--- config.mk ---
export PLATFORM = sky130hd
export DESIGN_NAME = udc_core
export DESIGN_NICKNAME = d
export VERILOG_FILES = /design/src/design/udc_pkg.sv /design/src/design/udc_divider.sv /design/src/design/udc_compare.sv /design/src/design/udc_core.sv
export SDC_FILE = /design/constraint.sdc
export NUM_CORES = 2
export LEC_CHECK = 0
export BUFFER_PORTS_ARGS = -buffer_cell sky130_fd_sc_hd__buf_2
export CAP_MARGIN = 25
export CORE_ASPECT_RATIO = 1.25
export CORE_UTILIZATION = 55
export CTS_CLUSTER_DIAMETER = 50
export DETAILED_ROUTE_END_ITERATION = 6
export PLACE_DENSITY_LB_ADDON = 0.12
export SKIP_LAST_GASP = 1
export SYNTH_ARGS = -nofsm -noshare
export SYNTH_HDL_FRONTEND = slang
export SYNTH_SLANG_ARGS = --single-unit
--- constraint.sdc ---
create_clock -name pclk -period 5 [get_ports pclk]
set_input_delay 1.5 -clock pclk [delete_from_list [all_inputs] [get_ports pclk]]
set_output_delay 1.5 -clock pclk [all_outputs]
set_load 0.01 [all_outputs]
--- src/design/udc_pkg.sv ---
package udc_pkg;

	// register byte offsets
	localparam logic [7:0] OFS_OPA_LO = 8'h00;
	localparam logic [7:0] OFS_OPA_HI = 8'h04;
	localparam logic [7:0] OFS_OPB_LO = 8'h08;
	localparam logic [7:0] OFS_OPB_HI = 8'h0C;
	localparam logic [7:0] OFS_IMM = 8'h10;
	localparam logic [7:0] OFS_CMD = 8'h14;
	localparam logic [7:0] OFS_DEST_LO = 8'h18;
	localparam logic [7:0] OFS_DEST_HI = 8'h1C;
	localparam logic [7:0] OFS_COND = 8'h20;
	localparam logic [7:0] OFS_FXER = 8'h24;
	localparam logic [7:0] OFS_STATUS = 8'h28;

	// field positions
	localparam int CMD_W = 9;
	localparam int IMM_W = 16;
	localparam int FXER_SO = 31;
	localparam int FXER_OV = 30;
	localparam logic [31:0] FXER_MASK = 32'hE000_0000;
	localparam int STAT_BUSY = 0;
	localparam int STAT_INVALID = 1;
	localparam logic [2:0] FLD_LAST = 3'h7;

	// reset values
	localparam logic [63:0] RST_WORD64 = 64'h0000_0000_0000_0000;
	localparam logic [31:0] RST_WORD32 = 32'h0000_0000;
	localparam logic [31:0] ZERO32 = 32'h0000_0000;
	localparam logic [47:0] ZERO48 = 48'h0000_0000_0000;

	// timing
	localparam logic [6:0] DIV_STEPS = 7'h40;

	typedef enum logic [2:0] {
		OP_DIVWU,
		OP_DIVDU,
		OP_SUBF,
		OP_CMPI,
		OP_CMP,
		OP_CMPLI,
		OP_CMPL
	} udc_op_e;

	typedef struct packed {
		logic [2:0] fld;
		logic len;
		logic ovf;
		logic rec;
		udc_op_e op;
	} udc_cmd_s;

	typedef struct packed {
		logic lt;
		logic gt;
		logic eq;
	} udc_cmp_s;

	// write one 4-bit field, field 0 leftmost
	function automatic logic [31:0] udc_put_field(logic [31:0] cr,
		logic [2:0] fld, logic [3:0] nib);
		logic [31:0] r;
		r = cr;
		r[(FLD_LAST - fld) * 4 +: 4] = nib;
		return r;
	endfunction

endpackage

--- src/design/udc_divider.sv ---
`timescale 1ns/10ps
module udc_divider (
	// clock and reset
	input wire logic pclk,
	input wire logic presetn,
	// request
	input wire logic start,
	input wire logic [63:0] dividend,
	input wire logic [63:0] divisor,
	// result
	output logic busy,
	output logic done,
	output logic [63:0] quotient
);

	logic [63:0] rem, next_rem;
	logic [63:0] quo, next_quo;
	logic [63:0] dvs, next_dvs;
	logic [6:0] cnt, next_cnt;
	logic done_q, next_done;

	// one restoring step per clock
	always_comb begin
		logic [64:0] trial;
		logic [64:0] diff;
		trial = {rem, quo[63]};
		diff = trial - {1'b0, dvs};
		next_rem = rem;
		next_quo = quo;
		next_dvs = dvs;
		next_cnt = cnt;
		next_done = 1'b0;
		if (start) begin
			next_rem = udc_pkg::RST_WORD64;
			next_quo = dividend;
			next_dvs = divisor;
			next_cnt = udc_pkg::DIV_STEPS;
		end else if (cnt != 7'h00) begin
			if (trial >= {1'b0, dvs}) begin
				next_rem = diff[63:0];
				next_quo = {quo[62:0], 1'b1};
			end else begin
				next_rem = trial[63:0];
				next_quo = {quo[62:0], 1'b0};
			end
			next_cnt = cnt - 7'h01;
			next_done = (cnt == 7'h01);
		end
	end

	always_ff @(posedge pclk or negedge presetn) begin
		if (!presetn) begin
			rem <= 64'h0000_0000_0000_0000;
			quo <= 64'h0000_0000_0000_0000;
			dvs <= 64'h0000_0000_0000_0000;
			cnt <= 7'h00;
			done_q <= 1'b0;
		end else begin
			rem <= next_rem;
			quo <= next_quo;
			dvs <= next_dvs;
			cnt <= next_cnt;
			done_q <= next_done;
		end
	end

	assign busy = (cnt != 7'h00);
	assign done = done_q;
	// quotient only; remainder never leaves
	assign quotient = quo;

endmodule

--- src/design/udc_compare.sv ---
`timescale 1ns/10ps
module udc_compare (
	// operands
	input wire logic [63:0] a,
	input wire logic [63:0] b,
	// mode
	input wire logic signed_cmp,
	input wire logic len64,
	// outcome
	output udc_pkg::udc_cmp_s res
);

	// low word, extended by its sign bit (bit 32 big-endian) when sgn, else by zeros
	function automatic logic [63:0] udc_narrow(logic [63:0] v, logic sgn);
		return sgn ? {{32{v[31]}}, v[31:0]} : {udc_pkg::ZERO32, v[31:0]};
	endfunction

	always_comb begin
		logic [63:0] ae;
		logic [63:0] be;
		ae = len64 ? a : udc_narrow(a, signed_cmp);
		be = len64 ? b : udc_narrow(b, signed_cmp);
		res.eq = (ae == be);
		if (signed_cmp) begin
			res.lt = ($signed(ae) < $signed(be));
		end else begin
			res.lt = (ae < be);
		end
		res.gt = !res.lt && !res.eq;
	end

endmodule

--- src/design/udc_core.sv ---
`timescale 1ns/10ps
module udc_core #(
	parameter bit IMPL_64 = 1'b1
) (
	// clock and reset
	input wire logic pclk,
	input wire logic presetn,
	// apb slave
	input wire logic psel,
	input wire logic penable,
	input wire logic pwrite,
	input wire logic [7:0] paddr,
	input wire logic [31:0] pwdata,
	output logic [31:0] prdata,
	output logic pready,
	output logic pslverr
);

	// operand registers
	logic [63:0] opa, next_opa;
	logic [63:0] opb, next_opb;
	logic [15:0] imm, next_imm;
	// execution state
	udc_pkg::udc_cmd_s cmd_q, next_cmd;
	logic busy, next_busy;
	logic invalid, next_invalid;
	logic [63:0] dest, next_dest;
	logic [31:0] cond, next_cond;
	logic [31:0] fxer, next_fxer;
	logic [31:0] next_prdata;

	logic wr, rd_setup, go, bad, is_div, is_cmp, div_done, div_busy;
	logic signed_cmp, div_zero;
	udc_pkg::udc_cmd_s cmd_w;
	logic [63:0] cmp_b, diff, quot, dvd, dvs;
	udc_pkg::udc_cmp_s cmp_res;

	function automatic logic reg_known(logic [7:0] a);
		case (a)
			udc_pkg::OFS_OPA_LO, udc_pkg::OFS_OPA_HI,
			udc_pkg::OFS_OPB_LO, udc_pkg::OFS_OPB_HI,
			udc_pkg::OFS_IMM, udc_pkg::OFS_CMD,
			udc_pkg::OFS_DEST_LO, udc_pkg::OFS_DEST_HI,
			udc_pkg::OFS_COND, udc_pkg::OFS_FXER,
			udc_pkg::OFS_STATUS: return 1'b1;
			default: return 1'b0;
		endcase
	endfunction

	function automatic logic op_is_cmp(udc_pkg::udc_op_e op);
		return op == udc_pkg::OP_CMPI || op == udc_pkg::OP_CMP ||
			op == udc_pkg::OP_CMPLI || op == udc_pkg::OP_CMPL;
	endfunction

	// apb decode
	assign wr = psel && penable && pwrite && reg_known(paddr);
	assign rd_setup = psel && !penable && !pwrite;
	assign pready = 1'b1;
	assign pslverr = psel && penable && !reg_known(paddr);

	// command launch
	assign cmd_w = udc_pkg::udc_cmd_s'(pwdata[udc_pkg::CMD_W-1:0]);
	assign go = wr && (paddr == udc_pkg::OFS_CMD) && !busy;
	assign is_cmp = op_is_cmp(cmd_w.op);
	assign is_div = cmd_w.op == udc_pkg::OP_DIVWU ||
		cmd_w.op == udc_pkg::OP_DIVDU;
	assign bad = (cmd_w.op > udc_pkg::OP_CMPL) ||
		(!IMPL_64 && cmd_w.op == udc_pkg::OP_DIVDU) ||
		(!IMPL_64 && is_cmp && cmd_w.len);
	assign signed_cmp = cmd_w.op == udc_pkg::OP_CMPI ||
		cmd_w.op == udc_pkg::OP_CMP;

	// second compare operand
	always_comb begin
		case (cmd_w.op)
			udc_pkg::OP_CMPI: cmp_b = {{48{imm[15]}}, imm};
			udc_pkg::OP_CMPLI: cmp_b = {udc_pkg::ZERO48, imm};
			default: cmp_b = opb;
		endcase
	end

	udc_compare u_cmp (
		.a(opa),
		.b(cmp_b),
		.signed_cmp(signed_cmp),
		.len64(cmd_w.len && IMPL_64),
		.res(cmp_res)
	);

	assign diff = opb - opa;
	assign dvd = (cmd_w.op == udc_pkg::OP_DIVWU) ?
		{udc_pkg::ZERO32, opa[31:0]} : opa;
	assign dvs = (cmd_w.op == udc_pkg::OP_DIVWU) ?
		{udc_pkg::ZERO32, opb[31:0]} : opb;

	udc_divider u_div (
		.pclk(pclk),
		.presetn(presetn),
		.start(go && !bad && is_div),
		.dividend(dvd),
		.divisor(dvs),
		.busy(div_busy),
		.done(div_done),
		.quotient(quot)
	);

	// operands held stable while a divide runs
	assign div_zero = (cmd_q.op == udc_pkg::OP_DIVWU) ?
		(opb[31:0] == udc_pkg::ZERO32) : (opb == udc_pkg::RST_WORD64);

	// operand register group
	always_comb begin
		next_opa = opa;
		next_opb = opb;
		next_imm = imm;
		if (wr && !busy) begin
			case (paddr)
				udc_pkg::OFS_OPA_LO: next_opa[31:0] = pwdata;
				udc_pkg::OFS_OPA_HI: next_opa[63:32] = pwdata;
				udc_pkg::OFS_OPB_LO: next_opb[31:0] = pwdata;
				udc_pkg::OFS_OPB_HI: next_opb[63:32] = pwdata;
				udc_pkg::OFS_IMM: next_imm = pwdata[udc_pkg::IMM_W-1:0];
				default: next_imm = imm;
			endcase
		end
	end

	always_ff @(posedge pclk or negedge presetn) begin
		if (!presetn) begin
			opa <= 64'h0000_0000_0000_0000;
			opb <= 64'h0000_0000_0000_0000;
			imm <= 16'h0000;
		end else begin
			opa <= next_opa;
			opb <= next_opb;
			imm <= next_imm;
		end
	end

	// execution group
	always_comb begin
		logic [63:0] res;
		logic so;
		res = udc_pkg::RST_WORD64;
		so = 1'b0;
		next_cmd = cmd_q;
		next_busy = busy;
		next_invalid = invalid;
		next_dest = dest;
		next_cond = cond;
		next_fxer = fxer;
		if (go) begin
			next_cmd = cmd_w;
			next_invalid = bad;
			if (!bad) begin
				if (is_div) begin
					next_busy = 1'b1;
				end else if (cmd_w.op == udc_pkg::OP_SUBF) begin
					next_dest = diff;
				end else begin
					// lt, gt, eq, then summary overflow
					next_cond = udc_pkg::udc_put_field(cond, cmd_w.fld,
						{cmp_res.lt, cmp_res.gt, cmp_res.eq,
						fxer[udc_pkg::FXER_SO]});
				end
			end
		end else if (div_done) begin
			next_busy = 1'b0;
			if (cmd_q.op == udc_pkg::OP_DIVWU) begin
				next_dest = {udc_pkg::ZERO32, quot[31:0]};
				res = {{32{quot[31]}}, quot[31:0]};
			end else begin
				next_dest = quot;
				res = quot;
			end
			so = fxer[udc_pkg::FXER_SO];
			if (cmd_q.ovf) begin
				next_fxer[udc_pkg::FXER_OV] = div_zero;
				so = so || div_zero;
				next_fxer[udc_pkg::FXER_SO] = so;
			end
			if (cmd_q.rec) begin
				next_cond = udc_pkg::udc_put_field(cond, 3'h0,
					{res[63], !res[63] && res != udc_pkg::RST_WORD64,
					res == udc_pkg::RST_WORD64, so});
			end
		end else if (wr && !busy && paddr == udc_pkg::OFS_COND) begin
			next_cond = pwdata;
		end else if (wr && !busy && paddr == udc_pkg::OFS_FXER) begin
			next_fxer = pwdata & udc_pkg::FXER_MASK;
		end
	end

	always_ff @(posedge pclk or negedge presetn) begin
		if (!presetn) begin
			cmd_q <= '0;
			busy <= 1'b0;
			invalid <= 1'b0;
			dest <= 64'h0000_0000_0000_0000;
			cond <= 32'h0000_0000;
			fxer <= 32'h0000_0000;
		end else begin
			cmd_q <= next_cmd;
			busy <= next_busy;
			invalid <= next_invalid;
			dest <= next_dest;
			cond <= next_cond;
			fxer <= next_fxer;
		end
	end

	// read data, captured in the setup phase
	always_comb begin
		next_prdata = prdata;
		if (rd_setup) begin
			case (paddr)
				udc_pkg::OFS_OPA_LO: next_prdata = opa[31:0];
				udc_pkg::OFS_OPA_HI: next_prdata = opa[63:32];
				udc_pkg::OFS_OPB_LO: next_prdata = opb[31:0];
				udc_pkg::OFS_OPB_HI: next_prdata = opb[63:32];
				udc_pkg::OFS_IMM: next_prdata = {16'h0000, imm};
				udc_pkg::OFS_CMD: next_prdata = {23'h00_0000, cmd_q};
				udc_pkg::OFS_DEST_LO: next_prdata = dest[31:0];
				udc_pkg::OFS_DEST_HI: next_prdata = dest[63:32];
				udc_pkg::OFS_COND: next_prdata = cond;
				udc_pkg::OFS_FXER: next_prdata = fxer;
				udc_pkg::OFS_STATUS: begin
					next_prdata = udc_pkg::RST_WORD32;
					next_prdata[udc_pkg::STAT_BUSY] = busy;
					next_prdata[udc_pkg::STAT_INVALID] = invalid;
				end
				default: next_prdata = udc_pkg::RST_WORD32;
			endcase
		end
	end

	always_ff @(posedge pclk or negedge presetn) begin
		if (!presetn) begin
			prdata <= 32'h0000_0000;
		end else begin
			prdata <= next_prdata;
		end
	end
endmodule

==> impl_summary.txt <==
----------------------------------------------------
[Outcome]
  Run status ... finished with violations
  Violations in the final reports ... design-rule violations

[Pwr]
  Portion of total power attributed to the clock network ... 0.450
  Total power divided by cell area ... 268.1 nW/µm²
  Portion of total power attributed to combinational logic ... 0.129
  Worst-case vdd ir drop ... 295.2 µV
  Cell-internal power ... around 7.0 mW
  Net load switching power ... about 2.7 mW
  Switching portion of total power ... 0.2771
  Share of total power in sequential cells ... 0.421
  Leakage ... 17.45 nW

[Route]
  TritonRoute pass-1 iters ... 7
  Via-to-Cell Ratio ... between 6 and 7
  Wire per inst ... 29.23 µm
  Post-detailed-route count of antenna-violating nets ... 0
  Number of DRC violations after detailed routing ... 1
  Routed wire length ... 135.7 mm
  Initial DRC Count ... 3652
  Overall via count from detail_route ... approximately 32000

[Floorplanning]
  Die extent in y ... between 200 and 300 µm
  Full die area ... ~60000 µm²
  Core area ... 57260 µm²
  Number of primary I/O pins ... 79
  Horizontal die dimension ... between 200 and 250 µm
  Starting utilization of the core area ... 0.5562
  Number of placement rows ... 98

[Worst setup path]
  Reg2Reg Depth ... 14
  CP Max Fanout ... 8
  Required time reported for the critical path endpoint ... about 5.5 ns
  Critical path origin ... pwdata[1]
  Worst flop-to-flop path endpoint ... dest[61]
  Crit path depth ... 19
  Cell-by-cell trace of the critical path ... buf_2, nand2b_1, a21boi_4, buf_4, buf_4, mux2i_1, ha_1, a21o_1, a21oi_1, nor2b_1, o21ai_0, o2111ai_2, a22o_4, o211a_4, nor3_4, buf_4, nor3_1, a21oi_1, a21oi_1
  Capturing element type of the critical path ... flop
  WS Path Type ... input port to flop
  Crit path largest cell delay ... 0.33 ns
  CP Data Arrival Time ... around 5.2 ns
  Cell at the slowest stage of the critical path ... sky130_fd_sc_hd__a22o_4
  Worst reg2reg startpoint ... opa[18]
  Number of buffers and inverters on the critical path ... 4
  Critical Path End ... cond[23]
  Kind of launch point of the worst setup path ... input port
  Worst setup slack for register-to-register paths ... between 0.3 and 0.4 ns
  Cell family with most CP delay ... compound AO/OA/AOI/OAI gates

[Global route]
  Antenna violations before repair ... 5
  First-pass GRT wire length ... between 200 and 250 mm
  Maximum number of pins on one net before global-route repair ... around 140
  Total routing usage reported by global routing ... 0.4601
  Final global-route overflow total ... 0
  Number of global-route vias before repair ... 31413

[Placement]
  Post-DP Area ... 34160 µm²
  Number of cells in the design after placement ... ~4500
  Global placement routability congestion ... between 1 and 1.5
  Port Buffers ... 77
  Hpwl dp ... 99.04 mm

[Logic synthesis]
  Library cell with the largest summed area after synthesis ... sky130_fd_sc_hd__dfrtp_1
  Count of flip-flops with a built-in enable after synthesis ... 0
  Number of distinct standard cells referenced by the synthesized netlist ... between 70 and 80
  Ys async rst share ... 1.000
  Net count after synthesis ... ~4000
  Mean area per synthesized cell ... approximately 8.5 µm²
  Yosys reg bits ... just under 500
  Predominant post-synthesis flop cell ... sky130_fd_sc_hd__dfrtp_1
  Biggest area contributors in the synthesized netlist ... sky130_fd_sc_hd__dfrtp_1 (38%), sky130_fd_sc_hd__ha_1 (7.7%), sky130_fd_sc_hd__a21oi_1 (6.6%)
  Number of instances in the synthesized netlist ... 3745
  Area fraction of the dominant cell type after synthesis ... 0.3819
  Number of warnings issued by yosys ... 0
  Post-synthesis sequential area ratio ... 0.3819
  Area of the mapped netlist ... 31850 µm²

[Finish]
  Post-route cell area ... roughly 36000 µm²
  Final standard cell count with taps included and fillers excluded ... around 4600
  Final nets ... roughly 4100
  Syn-to-layout area delta ... 13.64%
  Share of layout cells above drive strength 1 ... 0.1476
  Finished Core Util ... 0.6320

[Clocking]
  Worst-Skew Late Latency ... about 0.63 ns
  Deepest level of the CTS H-tree ... 2
  Clock-pin slew reported for the worst setup and hold paths after clock tree synthesis ... approximately 0.060 ns
  CTS Root Cell ... sky130_fd_sc_hd__clkbuf_16
  Buffer depth of the longest clock path ... 3
  Clock tree from TritonCTS ... built
  Number of sinks driven by the clock tree ... around 490
  TritonCTS buffer count ... 58

[Flow run]
  Max-cap viol count ... 0

[STA]
  Final hold violation count ... 0
  Setup-violating endpoint count in the final report ... 0
  Unrepaired setup endpoints after global routing ... false
  Max_slew headroom ... 0.2039
  Setup_tns ... 0 ns
  Least-Margin Pin Slew ... 1.184 ns
  Share of the clock period used by the worst path after layout ... 0.9515
  Largest clock skew in the final design ... approximately 0.034 ns
  Achievable clock frequency ... roughly 210 MHz
  Max Transition Viols Final ... 0
  Minimum clock period ... between 4 and 5 ns
  Final worst hold slack ... slightly below 0.5 ns

[Worst hold path]
  Number of stages on the worst hold path ... 2
  Worst min-delay path category ... flop to flop

----------------------------------------------------
==> layout make-up <==
type	instances	area, µm²
fill	4834	21070
multi-input combinational	2841	18310
sequential	486	12160
timing repair buffer	284	2167
clock buffer	75	1605
tap	750	938.4
inverter	175	656.9
clock inverter	28	344.1
antenna	3	7.507
==> worst min-delay path, delay by kind of cell, from the launching register on <==
family	cells	cell delay, ns
flip-flops	1	0.34
AND/OR/NAND/NOR	2	0.12
==> synthesized netlist by cell type (all sizes together), types with 6 or more instances <==
cell    number
mux2i       24
a221oi      54
nand3       75
xor2        41
and4         6
and3        13
a22o        36
a222oi      20
dfrtp      486
clkbuf     217
o22ai        6
a21oi      421
o211a        8
a31oi      119
nor4        37
nor2b       23
o31ai       10
nand3b       8
mux2       145
nand2b      17
o211ai      19
o21a        20
o21ai      305
nor3        45
a21boi      10
xnor2       74
nand4       63
and2        10
a211oi      27
a311oi       7
a22oi       36
inv        175
nor2       345
or3         10
buf         26
o21bai      33
a32oi        7
o221ai      10
a21o       104
nand2      404
ha         196
==> stage by stage <==
stage                     setup WS [ns]  total power [mW]
after global routing            0.02188             9.984
after floorplan                 0.04448             4.824
after global placement          -0.3265             5.347
after CTS                        0.1976             9.691
after detailed placement        -0.4192             5.365
final                            0.2424             9.705
==> cells in the final DEF, fill, tap and decap left out, types with 20 or more instances in the layout <==
master and n:
sky130_fd_sc_hd__nor3_1 41, sky130_fd_sc_hd__dfrtp_1 486, sky130_fd_sc_hd__a21oi_1 419, sky130_fd_sc_hd__nand3_1 75, sky130_fd_sc_hd__xnor2_1 74, sky130_fd_sc_hd__mux2_2 145
sky130_fd_sc_hd__a21o_1 104, sky130_fd_sc_hd__o21a_1 20, sky130_fd_sc_hd__o21bai_1 33, sky130_fd_sc_hd__a221oi_1 54, sky130_fd_sc_hd__o21ai_0 299, sky130_fd_sc_hd__ha_1 196
sky130_fd_sc_hd__buf_2 78, sky130_fd_sc_hd__nor2b_1 23, sky130_fd_sc_hd__nand2_1 400, sky130_fd_sc_hd__inv_1 175, sky130_fd_sc_hd__a31oi_1 119, sky130_fd_sc_hd__clkbuf_16 58
sky130_fd_sc_hd__nand4_1 63, sky130_fd_sc_hd__a222oi_1 20, sky130_fd_sc_hd__nor2_1 336, sky130_fd_sc_hd__a22o_1 35, sky130_fd_sc_hd__buf_4 186, sky130_fd_sc_hd__a211oi_1 26
sky130_fd_sc_hd__a22oi_1 36, sky130_fd_sc_hd__nor4_1 32, sky130_fd_sc_hd__xor2_1 41, sky130_fd_sc_hd__mux2i_1 24
==> state kept, by name (all words and copies together), names as in the netlist <==
register and flops:
opa 64, cond 32, u_div.dvs 64, invalid 1
busy 1, u_div.cnt 7, u_div.done 1, fxer 3
u_div.rem 64, u_div.quotient 64, imm 16, opb 64
dest 64, prdata 32, cmd_q 9
==> logic make-up (layout without fill, tap and decap cells) <==
family          after synthesis  count (layout)  share of synthesized area
other cells                   1               4                  0.0001177
mux                         169             169                    0.05881
compound gates             1284            1284                     0.2507
simple gates               1074            1074                     0.1490
fa+ha+maj                   198             198                    0.07826
flops                       486             486                     0.3819
xor+xnor                    115             115                    0.03162
buf+inv                     418             562                    0.04966
==> worst min-delay path by stage <==
stage,start,to,slack [ns]
floorplan,dest[22],dest[22],0.44
global placement,cmd_q[7],cmd_q[7],0.46
detailed placement,cmd_q[5],cmd_q[5],0.46
CTS,cmd_q[5],cmd_q[5],0.48
global route,cmd_q[5],cmd_q[5],0.49
finish,cmd_q[8],cmd_q[8],0.48
==> power by group through the flow <==
| stage | logic, mW | registers (mW) | clock network [mW] |
|---|---|---|---|
| after detailed placement | 1.22 | 4.15 | 0 |
| after global routing | 1.35 | 4.09 | 4.55 |
| after CTS | 1.22 | 4.08 | 4.39 |
| after global placement | 1.20 | 4.15 | 0 |
| after floorplan | 0.680 | 4.14 | 0 |
| final | 1.25 | 4.08 | 4.37 |
==> what timing repair did <==
action                                  CTS  global route
endpoints found under the setup margin    0            21
hold buffers                              0             0
buffers inserted                          0             1
resized for setup                         0             7
==> routing by layer <==
layer	global-route usage	vias up	wire length, µm
met3	0.1174	686	14090
met5	0	-	10
met4	0.4068	2	14370
met1	0.5258	15186	47330
met2	0.7115	2112	59890
li1	-	13777	-
(Power assumes the default switching activity.)
